File: src/uplink_map_pkg.sv
// Shared constants and carriers for the hub-side uplink map scheduler.
// Assumes a 20 MHz system clock and a 15-bit channel symbol numbering per frame.
package uplink_map_pkg;

    // Clock and frame timing
    localparam int unsigned CLK_HZ        = 20_000_000;
    localparam int unsigned FRAME_TIME_US = 1000;
    localparam int unsigned FRAME_CYCLES  = FRAME_TIME_US * (CLK_HZ / 1_000_000);

    // Extra guard time limits, in microseconds
    localparam logic [7:0] EGT_MIN_US = 8'h0A;
    localparam logic [7:0] EGT_MAX_US = 8'h50;

    // Preamble lengths in symbols
    localparam logic [5:0] PREAMBLE_SHORT = 6'h10;
    localparam logic [5:0] PREAMBLE_LONG  = 6'h20;

    // Map entry and grant field widths
    localparam int unsigned CODE_W  = 4;
    localparam int unsigned TID_W   = 10;
    localparam int unsigned SYM_W   = 15;
    localparam int unsigned PAY_W   = 12;

    // Usage codes
    localparam logic [3:0] CODE_LONG_M1   = 4'h0;
    localparam logic [3:0] CODE_SHORT_M3  = 4'h5;
    localparam logic [3:0] CODE_WINDOW    = 4'h6;
    localparam logic [3:0] CODE_RANGING   = 4'h7;
    localparam logic [3:0] CODE_END       = 4'hF;

    // Identity used in the closing map entry; value is arbitrary
    localparam logic [9:0] END_TID = 10'h3FF;

    // Register byte offsets
    localparam logic [7:0] REG_CTRL   = 8'h00;
    localparam logic [7:0] REG_TIMING = 8'h04;
    localparam logic [7:0] REG_GUARD  = 8'h08;
    localparam logic [7:0] REG_GRANT  = 8'h0C;
    localparam logic [7:0] REG_STATUS = 8'h10;

    // Reset values
    localparam logic [31:0] CTRL_RESET   = 32'h0000_0000;
    localparam logic [31:0] TIMING_RESET = 32'h0004_0000;
    localparam logic [31:0] GUARD_RESET  = 32'h0004_040A;

    // One uplink map entry, first-sent field on the left
    typedef struct packed {
        logic [CODE_W-1:0] usage;
        logic [TID_W-1:0]  terminal_identity;
        logic [SYM_W-1:0]  start_symbol;
    } map_entry_s;

    // One grant as loaded by software
    typedef struct packed {
        logic              half_duplex;
        logic [PAY_W-1:0]  payload_symbols;
        logic [TID_W-1:0]  terminal_identity;
        logic [CODE_W-1:0] usage;
    } grant_s;

    // Sizing configuration shared by the sizer
    typedef struct packed {
        logic        preamble_long;
        logic [7:0]  ramp_symbols;
        logic [15:0] egt_symbols;
    } size_cfg_s;

    typedef enum logic [1:0] {
        ST_IDLE   = 2'b00,
        ST_EMIT   = 2'b01,
        ST_FINISH = 2'b11
    } emit_state_e;

endpackage : uplink_map_pkg

File: src/uplink_map_scheduler.sv
// Hub-side uplink map scheduler: lays out each uplink frame from loaded grants.
// Assumes a Wishbone classic master for software and a terminal-facing map port.
//
// How it works
// Terminal contends only for bandwidth requests.
// Frame: one window, ranging, scheduled bursts.
// Long bursts many blocks; short one PDU.
// Short PDU burst carries nothing else.
// Terminal starts preamble at granted symbol.
// Ranging allocation adds 10-80 us guard. Code adds egt_us as loaded; out-of-range values only set egt_bad.
// Scheduled allocation covers transmitter ramp-up.
// Window and ranging always PHY mode one.
// Preamble 16 or 32; ranging 32.
// Terminal shortens final codeword below four PDUs.
// Window ends at next entry start.
// Terminal adds own round-trip delay.
// Frame is always one millisecond.
// Hub may reorder layout every frame.
// Half-duplex terminals never send while receiving.
// Avoid half-duplex grants during control zone.
// TDD: no downlink TDMA portion.
// TDD switching gaps between subframes.
// TDD optional extra guard before uplink.
// Entry: 4-bit code, 10-bit identity, 15-bit start.
// Code 0110 marks contention window.
// Terminal pads unused grants with dummies.
// Terminal counts symbols from frame start.
`timescale 1ns/1ns
module uplink_map_scheduler #(
    parameter int unsigned DEPTH          = 16,
    parameter int unsigned SYMBOLS_PER_US = 20,
    parameter int unsigned FRAME_PERIOD   = uplink_map_pkg::FRAME_CYCLES
) (
    // Clock and reset
    input  wire logic                       clk_sys,
    input  wire logic                       reset,
    // Wishbone classic slave
    input  wire logic                       wb_cyc,
    input  wire logic                       wb_stb,
    input  wire logic                       wb_we,
    input  wire logic [7:0]                 wb_adr,
    input  wire logic [3:0]                 wb_sel,
    input  wire logic [31:0]                wb_dat_w,
    output logic [31:0]                     wb_dat_r,
    output logic                            wb_ack,
    // Uplink map toward the terminals
    output logic                            frame_start,
    output logic                            map_valid,
    output logic                            map_last,
    output uplink_map_pkg::map_entry_s      map_entry
);
    import uplink_map_pkg::*;

    localparam int unsigned IDX_W = $clog2(DEPTH + 1);

    typedef struct packed {
        // Registers
        logic             enable;
        logic             tdd;
        logic             hfdd;
        logic             preamble_long;
        logic [14:0]      dl_end;
        logic [7:0]       switch_gap;
        logic [7:0]       egt_us;
        logic [7:0]       ramp_symbols;
        logic [7:0]       tdd_guard;
        logic [IDX_W-1:0] count;
        logic             dropped;
        logic             egt_bad;
        logic [15:0]      frame_count;
        // Bus answer
        logic             ack;
        logic [31:0]      dat_r;
        // Emission
        emit_state_e      fsm;
        logic [IDX_W-1:0] idx;
        logic [IDX_W-1:0] total;
        logic [15:0]      cursor;
        logic             window_seen;
        // Outputs
        logic             frame_start;
        logic             map_valid;
        logic             map_last;
        map_entry_s       map_entry;
    } sched_s;

    sched_s     state;
    sched_s     next_state;
    grant_s     grants [DEPTH];
    logic       tick;
    logic       bus_req;
    logic       push;
    grant_s     cur_grant;
    size_cfg_s  cfg;
    logic [15:0] length;
    logic       is_window;
    logic       is_legal;
    logic [15:0] ul_start;
    logic [15:0] hd_free;
    logic [15:0] start;
    logic [15:0] stop;

    // fixed frame
    frame_timer #(
        .PERIOD (FRAME_PERIOD)
    ) u_frame (
        .clk_sys (clk_sys),
        .reset   (reset),
        .tick    (tick)
    );

    assign cur_grant = grants[state.idx[$clog2(DEPTH)-1:0]];
    assign cfg.preamble_long = state.preamble_long;
    assign cfg.ramp_symbols  = state.ramp_symbols;
    assign cfg.egt_symbols   = 16'(state.egt_us * SYMBOLS_PER_US);

    burst_sizer u_sizer (
        .grant     (cur_grant),
        .cfg       (cfg),
        .length    (length),
        .is_window (is_window),
        .is_legal  (is_legal)
    );

    assign bus_req = wb_cyc && wb_stb && !state.ack;
    assign push    = bus_req && wb_we && (wb_sel == 4'hF) && (wb_adr == REG_GRANT)
                     && (state.count < IDX_W'(DEPTH));

    always_comb begin
        // uplink subframe after downlink
        // switching gap
        // extra guard
        if (state.tdd) begin
            ul_start = 16'(state.dl_end) + 16'(state.switch_gap) + 16'(state.tdd_guard);
        end else begin
            ul_start = 16'h0000;
        end
        hd_free = 16'(state.dl_end) + 16'(state.switch_gap);
        start   = state.cursor;
        // no overlap with reception
        // keep clear of control zone
        if (state.hfdd && !state.tdd && cur_grant.half_duplex && start < hd_free) begin
            start = hd_free;
        end
        stop = start + length;
    end

    always_comb begin
        next_state = state;
        next_state.frame_start = tick;
        next_state.map_valid   = 1'b0;
        next_state.map_last    = 1'b0;
        next_state.ack         = bus_req;
        next_state.egt_bad     = (state.egt_us < EGT_MIN_US) || (state.egt_us > EGT_MAX_US);

        // Register access
        if (bus_req) begin
            next_state.dat_r = 32'h0000_0000;
            unique case (wb_adr)
                REG_CTRL:   next_state.dat_r = {28'h0000000, state.preamble_long,
                                                state.hfdd, state.tdd, state.enable};
                REG_TIMING: next_state.dat_r = {8'h00, state.switch_gap, 1'b0, state.dl_end};
                REG_GUARD:  next_state.dat_r = {8'h00, state.tdd_guard, state.ramp_symbols,
                                                state.egt_us};
                REG_GRANT:  next_state.dat_r = 32'(state.count);
                REG_STATUS: next_state.dat_r = {state.frame_count, 13'h0000, state.egt_bad,
                                                state.dropped, state.fsm != ST_IDLE};
                default:    next_state.dat_r = 32'h0000_0000;
            endcase
            if (wb_we && wb_sel == 4'hF) begin
                unique case (wb_adr)
                    REG_CTRL: begin
                        next_state.enable        = wb_dat_w[0];
                        next_state.tdd           = wb_dat_w[1];
                        next_state.hfdd          = wb_dat_w[2];
                        next_state.preamble_long = wb_dat_w[3];
                        if (wb_dat_w[4]) begin
                            next_state.count = '0;
                        end
                    end
                    REG_TIMING: begin
                        next_state.dl_end     = wb_dat_w[14:0];
                        next_state.switch_gap = wb_dat_w[23:16];
                    end
                    REG_GUARD: begin
                        next_state.egt_us       = wb_dat_w[7:0];
                        next_state.ramp_symbols = wb_dat_w[15:8];
                        next_state.tdd_guard    = wb_dat_w[23:16];
                    end
                    REG_GRANT: begin
                        if (state.count >= IDX_W'(DEPTH)) begin
                            next_state.dropped = 1'b1;
                        end else begin
                            next_state.count = state.count + IDX_W'(1);
                        end
                    end
                    REG_STATUS: begin
                        if (wb_dat_w[1]) begin
                            next_state.dropped = 1'b0;
                        end
                    end
                    default: ;
                endcase
            end
        end

        // Emission of one map per frame
        unique case (state.fsm)
            ST_IDLE: begin
                // Start a cycle after the frame pulse so terminals restart their count first
                if (state.frame_start && state.enable) begin
                    next_state.fsm         = ST_EMIT;
                    next_state.idx         = '0;
                    next_state.total       = state.count;
                    next_state.cursor      = ul_start;
                    next_state.window_seen = 1'b0;
                    next_state.frame_count = state.frame_count + 16'h0001;
                end
            end
            ST_EMIT: begin
                if (state.idx >= state.total) begin
                    next_state.fsm = ST_FINISH;
                end else begin
                    next_state.idx = state.idx + IDX_W'(1);
                    // one window only
                    if (!is_legal || (is_window && state.window_seen)
                        || stop > 16'h8000) begin
                        next_state.dropped = 1'b1;
                    end else begin
                        // layout follows load order
                        // entry fields
                        next_state.map_valid = 1'b1;
                        next_state.map_entry.usage             = cur_grant.usage;
                        next_state.map_entry.terminal_identity = cur_grant.terminal_identity;
                        next_state.map_entry.start_symbol      = start[14:0];
                        // next start closes window
                        next_state.cursor      = stop;
                        next_state.window_seen = state.window_seen | is_window;
                    end
                end
            end
            ST_FINISH: begin
                next_state.map_valid = 1'b1;
                next_state.map_last  = 1'b1;
                next_state.map_entry.usage             = CODE_END;
                next_state.map_entry.terminal_identity = END_TID;
                next_state.map_entry.start_symbol      = state.cursor[14:0];
                next_state.fsm = ST_IDLE;
            end
            default: next_state.fsm = ST_IDLE;
        endcase
    end

    always_ff @(posedge clk_sys) begin
        if (reset) begin
            state               <= '0;
            state.fsm           <= ST_IDLE;
            state.dl_end        <= TIMING_RESET[14:0];
            state.switch_gap    <= TIMING_RESET[23:16];
            state.egt_us        <= GUARD_RESET[7:0];
            state.ramp_symbols  <= GUARD_RESET[15:8];
            state.tdd_guard     <= GUARD_RESET[23:16];
            state.enable        <= CTRL_RESET[0];
        end else begin
            state <= next_state;
        end
    end

    // Grant table has no reset; entries beyond count are never read
    always_ff @(posedge clk_sys) begin
        if (push) begin
            grants[state.count[$clog2(DEPTH)-1:0]] <= grant_s'(wb_dat_w[26:0]);
        end
    end

    assign wb_ack      = state.ack;
    assign wb_dat_r    = state.dat_r;
    assign frame_start = state.frame_start;
    assign map_valid   = state.map_valid;
    assign map_last    = state.map_last;
    assign map_entry   = state.map_entry;

endmodule : uplink_map_scheduler

File: src/frame_timer.sv
// Free-running frame tick generator.
// Assumes synchronous active-high reset; one pulse per frame period.
`timescale 1ns/1ns
module frame_timer #(
    parameter int unsigned PERIOD = uplink_map_pkg::FRAME_CYCLES
) (
    // Clock and reset
    input  wire logic clk_sys,
    input  wire logic reset,
    // Tick out
    output logic      tick
);
    import uplink_map_pkg::*;

    typedef struct packed {
        logic [31:0] count;
        logic        tick;
    } timer_s;

    timer_s state;
    timer_s next_state;

    always_comb begin
        next_state = state;
        next_state.tick = 1'b0;
        if (state.count >= 32'(PERIOD - 1)) begin
            next_state.count = 32'h0000_0000;
            next_state.tick = 1'b1;
        end else begin
            next_state.count = state.count + 32'h0000_0001;
        end
    end

    always_ff @(posedge clk_sys) begin
        if (reset) begin
            state <= '0;
        end else begin
            state <= next_state;
        end
    end

    assign tick = state.tick;

endmodule : frame_timer

File: src/burst_sizer.sv
// Works out how many symbols one grant occupies and how it is classed.
// Purely combinational; the caller registers the result.
`timescale 1ns/1ns
module burst_sizer (
    // Grant and configuration
    input  uplink_map_pkg::grant_s    grant,
    input  uplink_map_pkg::size_cfg_s cfg,
    // Result
    output logic [15:0]               length,
    output logic                      is_window,
    output logic                      is_legal
);
    import uplink_map_pkg::*;

    logic        ranging;
    logic [5:0]  preamble;

    always_comb begin
        ranging   = (grant.usage == CODE_RANGING);
        // window code
        is_window = (grant.usage == CODE_WINDOW);
        is_legal  = (grant.usage <= CODE_RANGING);
        // preamble length
        preamble  = (ranging || cfg.preamble_long) ? PREAMBLE_LONG : PREAMBLE_SHORT;
        // ramp-up included
        length    = 16'(preamble) + 16'(grant.payload_symbols) + 16'(cfg.ramp_symbols);
        // guard on ranging
        if (ranging) begin
            length = length + cfg.egt_symbols;
        end
    end

endmodule : burst_sizer

File: config.mk
export PLATFORM = sky130hd
export DESIGN_NAME = uplink_map_scheduler
export DESIGN_NICKNAME = d
export VERILOG_FILES = /design/src/uplink_map_pkg.sv /design/src/uplink_map_scheduler.sv /design/src/frame_timer.sv /design/src/burst_sizer.sv
export SDC_FILE = /design/constraint.sdc
export NUM_CORES = 1
export LEC_CHECK = 0
export CORE_MARGIN = 2
export CORE_UTILIZATION = 30
export CTS_CLUSTER_DIAMETER = 150
export DETAILED_ROUTE_END_ITERATION = 8
export DONT_BUFFER_PORTS = 1
export PLACE_DENSITY_LB_ADDON = 0.12
export SETUP_SLACK_MARGIN = 0.1
export SLEW_MARGIN = 20
export SYNTH_ARGS = -nofsm -noshare
export SYNTH_HDL_FRONTEND = slang
export SYNTH_SLANG_ARGS = --single-unit
File: constraint.sdc
create_clock -name clk_sys -period 17.9 [get_ports clk_sys]
set_input_delay 0.895 -clock clk_sys [delete_from_list [all_inputs] [get_ports clk_sys]]
set_output_delay 0.895 -clock clk_sys [all_outputs]
set_load 0.02 [all_outputs]
==> impl_results.md <==
* Most frequent cells in the layout: edfxtp_1, dfxtp_1, nand2_1, nor2_1
* Post-CTS Setup Bufs at 0
* Die Width at 314 um
* Commonest non-fill, non-tap cell in the layout: edfxtp_1
* Critical Path Sink Type: flop
* Peak VDD IR at 0.0568 mV
* Io pins at 114
* Ys flop type: edfxtp_1
* Cell count after synthesis at 2,147
* Leading area contributor after synthesis: edfxtp_1
* Die Y at 314 um
* Tcrit/Tclk final at 0.547
* Tmin final at 9.79 ns
* Outcome: completed
* Top post-synthesis cells by area: edfxtp_1, dfxtp_1, mux4_2
* # diodes at 0
* Setup Total Neg Slack at 0 ns
* CTS Root Cell: clkbuf_16
* Hold Crit Class: in2reg
* Core Footprint at 0.0950 mm^2
* Total GRT Usage at 0.166
* Vias at 17.3k
* Clock Sinks at 637
* Setup violations, final at 0
* Seq. cell area at 0.0171 mm^2
* Filler Cell Count at 9,256
* Crit path max-delay cell type: dfxtp_4
* PostCTS Resize Cnt at 0
* First-pass GRT wire length at 119,000 um
* Reg2reg setup slack at 8.11 ns
* Pwr dens at 96.0 mW/mm^2
* Leak Pwr at 10.7 nW
* Initial Util at 0.303
* Share of cells above drive strength 1 at 0.162
* Layout overhead on the synthesized area at 12.4%
* DRC viols at 0
* Pwr Total at 3.10 mW
* Max incr delay on CP at 0.94 ns
* Row cnt at 113
* Dpl hpwl at 52,900 um
* Clk Latency, worst-skew pair at 0.64 ns
* Yosys warns at 0
* Total Routed Length at 81,600 um
* GP Congestion at 0.810
* Crit-path max FO at 38
* Multi-input gate area at 0.0106 mm^2
* Post-Syn Area at 0.0288 mm^2
* WP data arrival at 10.26 ns
* CP Data Required Time at 18.36 ns
* Slew margin rel. at 0.292
* Num CTS Buffers at 75
* Fmax at 0.102 GHz
* Port bufs at 0
* Nets at 2,266
* Synth cell types at 73
* R2r worst-path depth at 31
* Non-Filler Instances at 3,436
* WL/cell at 23.7 um
* Initial antenna violation count at 0
* Cts hold-fix bufs at 0
* Asr flop ratio synth at 0
* Total number of H-tree levels at 3
* Critical Path End: map_entry[15]$_SDFFE_PP0P_
* Layout Skew at 0.0360 ns
* Die area at 0.0984 mm^2
* Crit start category: flop
* RSZ-0062 raised after global routing: false
* Clock transition at path regs at 0.06 ns
* Seq cells post-synth at 637
* Fin. Hold Viols at 0
* Most used cell along the critical path: ha_1
* Max cap viols at 0
* Sequential-to-total area share from yosys stat at 0.593
* Pins Over Slew Limit at 0
* Drt pass-1 iters at 6
* Area share of the largest cell type after synthesis at 0.451
* Detail Route Antenna Nets at 0
* Vias in the first global route at 17.5k
* Post-synthesis area per instance at 13.4 um^2
* Cell count after placement at 3,302
* Iteration-0 DRC Markers at 1,227
* RR Endpoint: map_entry[15]$_SDFFE_PP0P_
* Clk buf depth at 3
* Vias/cell at 5.03
* CTS tree: built
* Largest net degree at the start of global routing at 172
* Setup CP Type: reg2reg
* Number of synthesized flops with an enable pin at 432
* Least-Margin Pin Slew at 1.06 ns
* Grt ovf at 0
-- routing by layer --
metal  vias to the layer above  GRT usage  share of wire
met5                         -          0              0
met4                         0     0.0490          0.022
met3                       109     0.0374          0.053
met2                       357      0.275           0.48
met1                      8852      0.217           0.45
li1                       7957          -              -
-- power breakdown --
group,switching [mW],internal [mW]
combinational,0.00426,0.00237
sequential,0.00176,1.57
clock,0.616,0.909
total,0.622,2.48
-- area by class of cell --
cell class | count | area share
Clock buffer | 102 | 0.0660
Clock inverter | 32 | 0.0102
Inverter | 76 | 0.00882
Multi-Input combinational cell | 1285 | 0.329
Sequential cell | 637 | 0.528
Tap cell | 1265 | 0.0489
Timing Repair Buffer | 39 | 0.00905
-- logic make-up (layout without fill, tap and decap cells) --
logic type,Yosys count,after routing,share of synthesized area
other cells,1,17,0.000130
mux,194,194,0.126
xor+xnor,74,74,0.0225
flops,637,637,0.593
compound gates,343,343,0.0814
buf+inv,241,249,0.0417
fa+ha+maj,103,103,0.0469
simple gates,554,554,0.0881
-- worst min path at each step --
stage                       startpoint  slack, ns                       to  depth (start not counted)
2_1_floorplan  u_frame.tick$_SDFF_PP0_       0.41   frame_start$_SDFF_PP0_                          1
3_3_place_gp   u_frame.tick$_SDFF_PP0_       0.45   frame_start$_SDFF_PP0_                          1
3_5_place_dp   u_frame.tick$_SDFF_PP0_       0.45   frame_start$_SDFF_PP0_                          1
4_1_cts                   wb_dat_w[26]       0.30  grants[6][26]$_DFFE_PP_                          0
5_1_grt                   wb_dat_w[26]       0.31  grants[4][26]$_DFFE_PP_                          0
6_report                         reset       0.34     cfg[19]$_SDFFE_PP0P_                          1
-- per-stage QoR --
| stage | area [um^2] | worst slack [ns] | utilization | hold WS (ns) |
|---|---|---|---|---|
| finish | 32300 | 8.11 | 0.340 | 0.340 |
| global route | 32300 | 7.32 | 0.340 | 0.306 |
| CTS | 32300 | 7.97 | 0.340 | 0.301 |
| detailed placement | 29900 | 8.01 | 0.314 | 0.451 |
| global placement | 29900 | 8.13 | 0.314 | 0.447 |
| floorplan | 28800 | 9.45 | - | 0.414 |
-- worst max-delay path, delay by kind of cell, from the launching register on --
family | cells | cell delay [ns]
compound gates | 13 | 3.10
xor+xnor | 2 | 0.35
fa+ha+maj | 5 | 1.46
buf+inv | 2 | 0.83
flops | 1 | 0.94
mux | 3 | 1.45
simple gates | 6 | 1.40
-- sequential cells by signal, indices dropped and copies added (netlist names), named ones only --
signal,cells
map_valid,1
u_frame.state,32
u_frame.tick,1
wb_ack,1
map_last,1
cfg,9
wb_dat_r,32
frame_start,1
map_entry,29
state,94
grants,432
-- cell usage after synthesis, drive strengths merged (7+ instances only) --
library cell / number
nor2: 174
nand2b: 9
nor4: 8
ha: 95
nand4: 17
o21a: 11
or2: 7
inv: 76
a221oi: 10
mux2i: 43
a211oi: 20
nand3b: 9
nor2b: 24
or3: 13
and3: 11
o21ai: 46
buf: 92
mux2: 19
nor3: 36
a21oi: 133
a2111oi: 12
and2: 22
a222oi: 20
edfxtp: 432
nand3: 38
a21boi: 7
a21o: 19
o211ai: 12
xnor2: 44
o31ai: 10
xor2: 30
fa: 8
mux4: 132
nand2: 176
dfxtp: 205
clkbuf: 73
No activity file was read; power rests on OpenSTA's default activity.
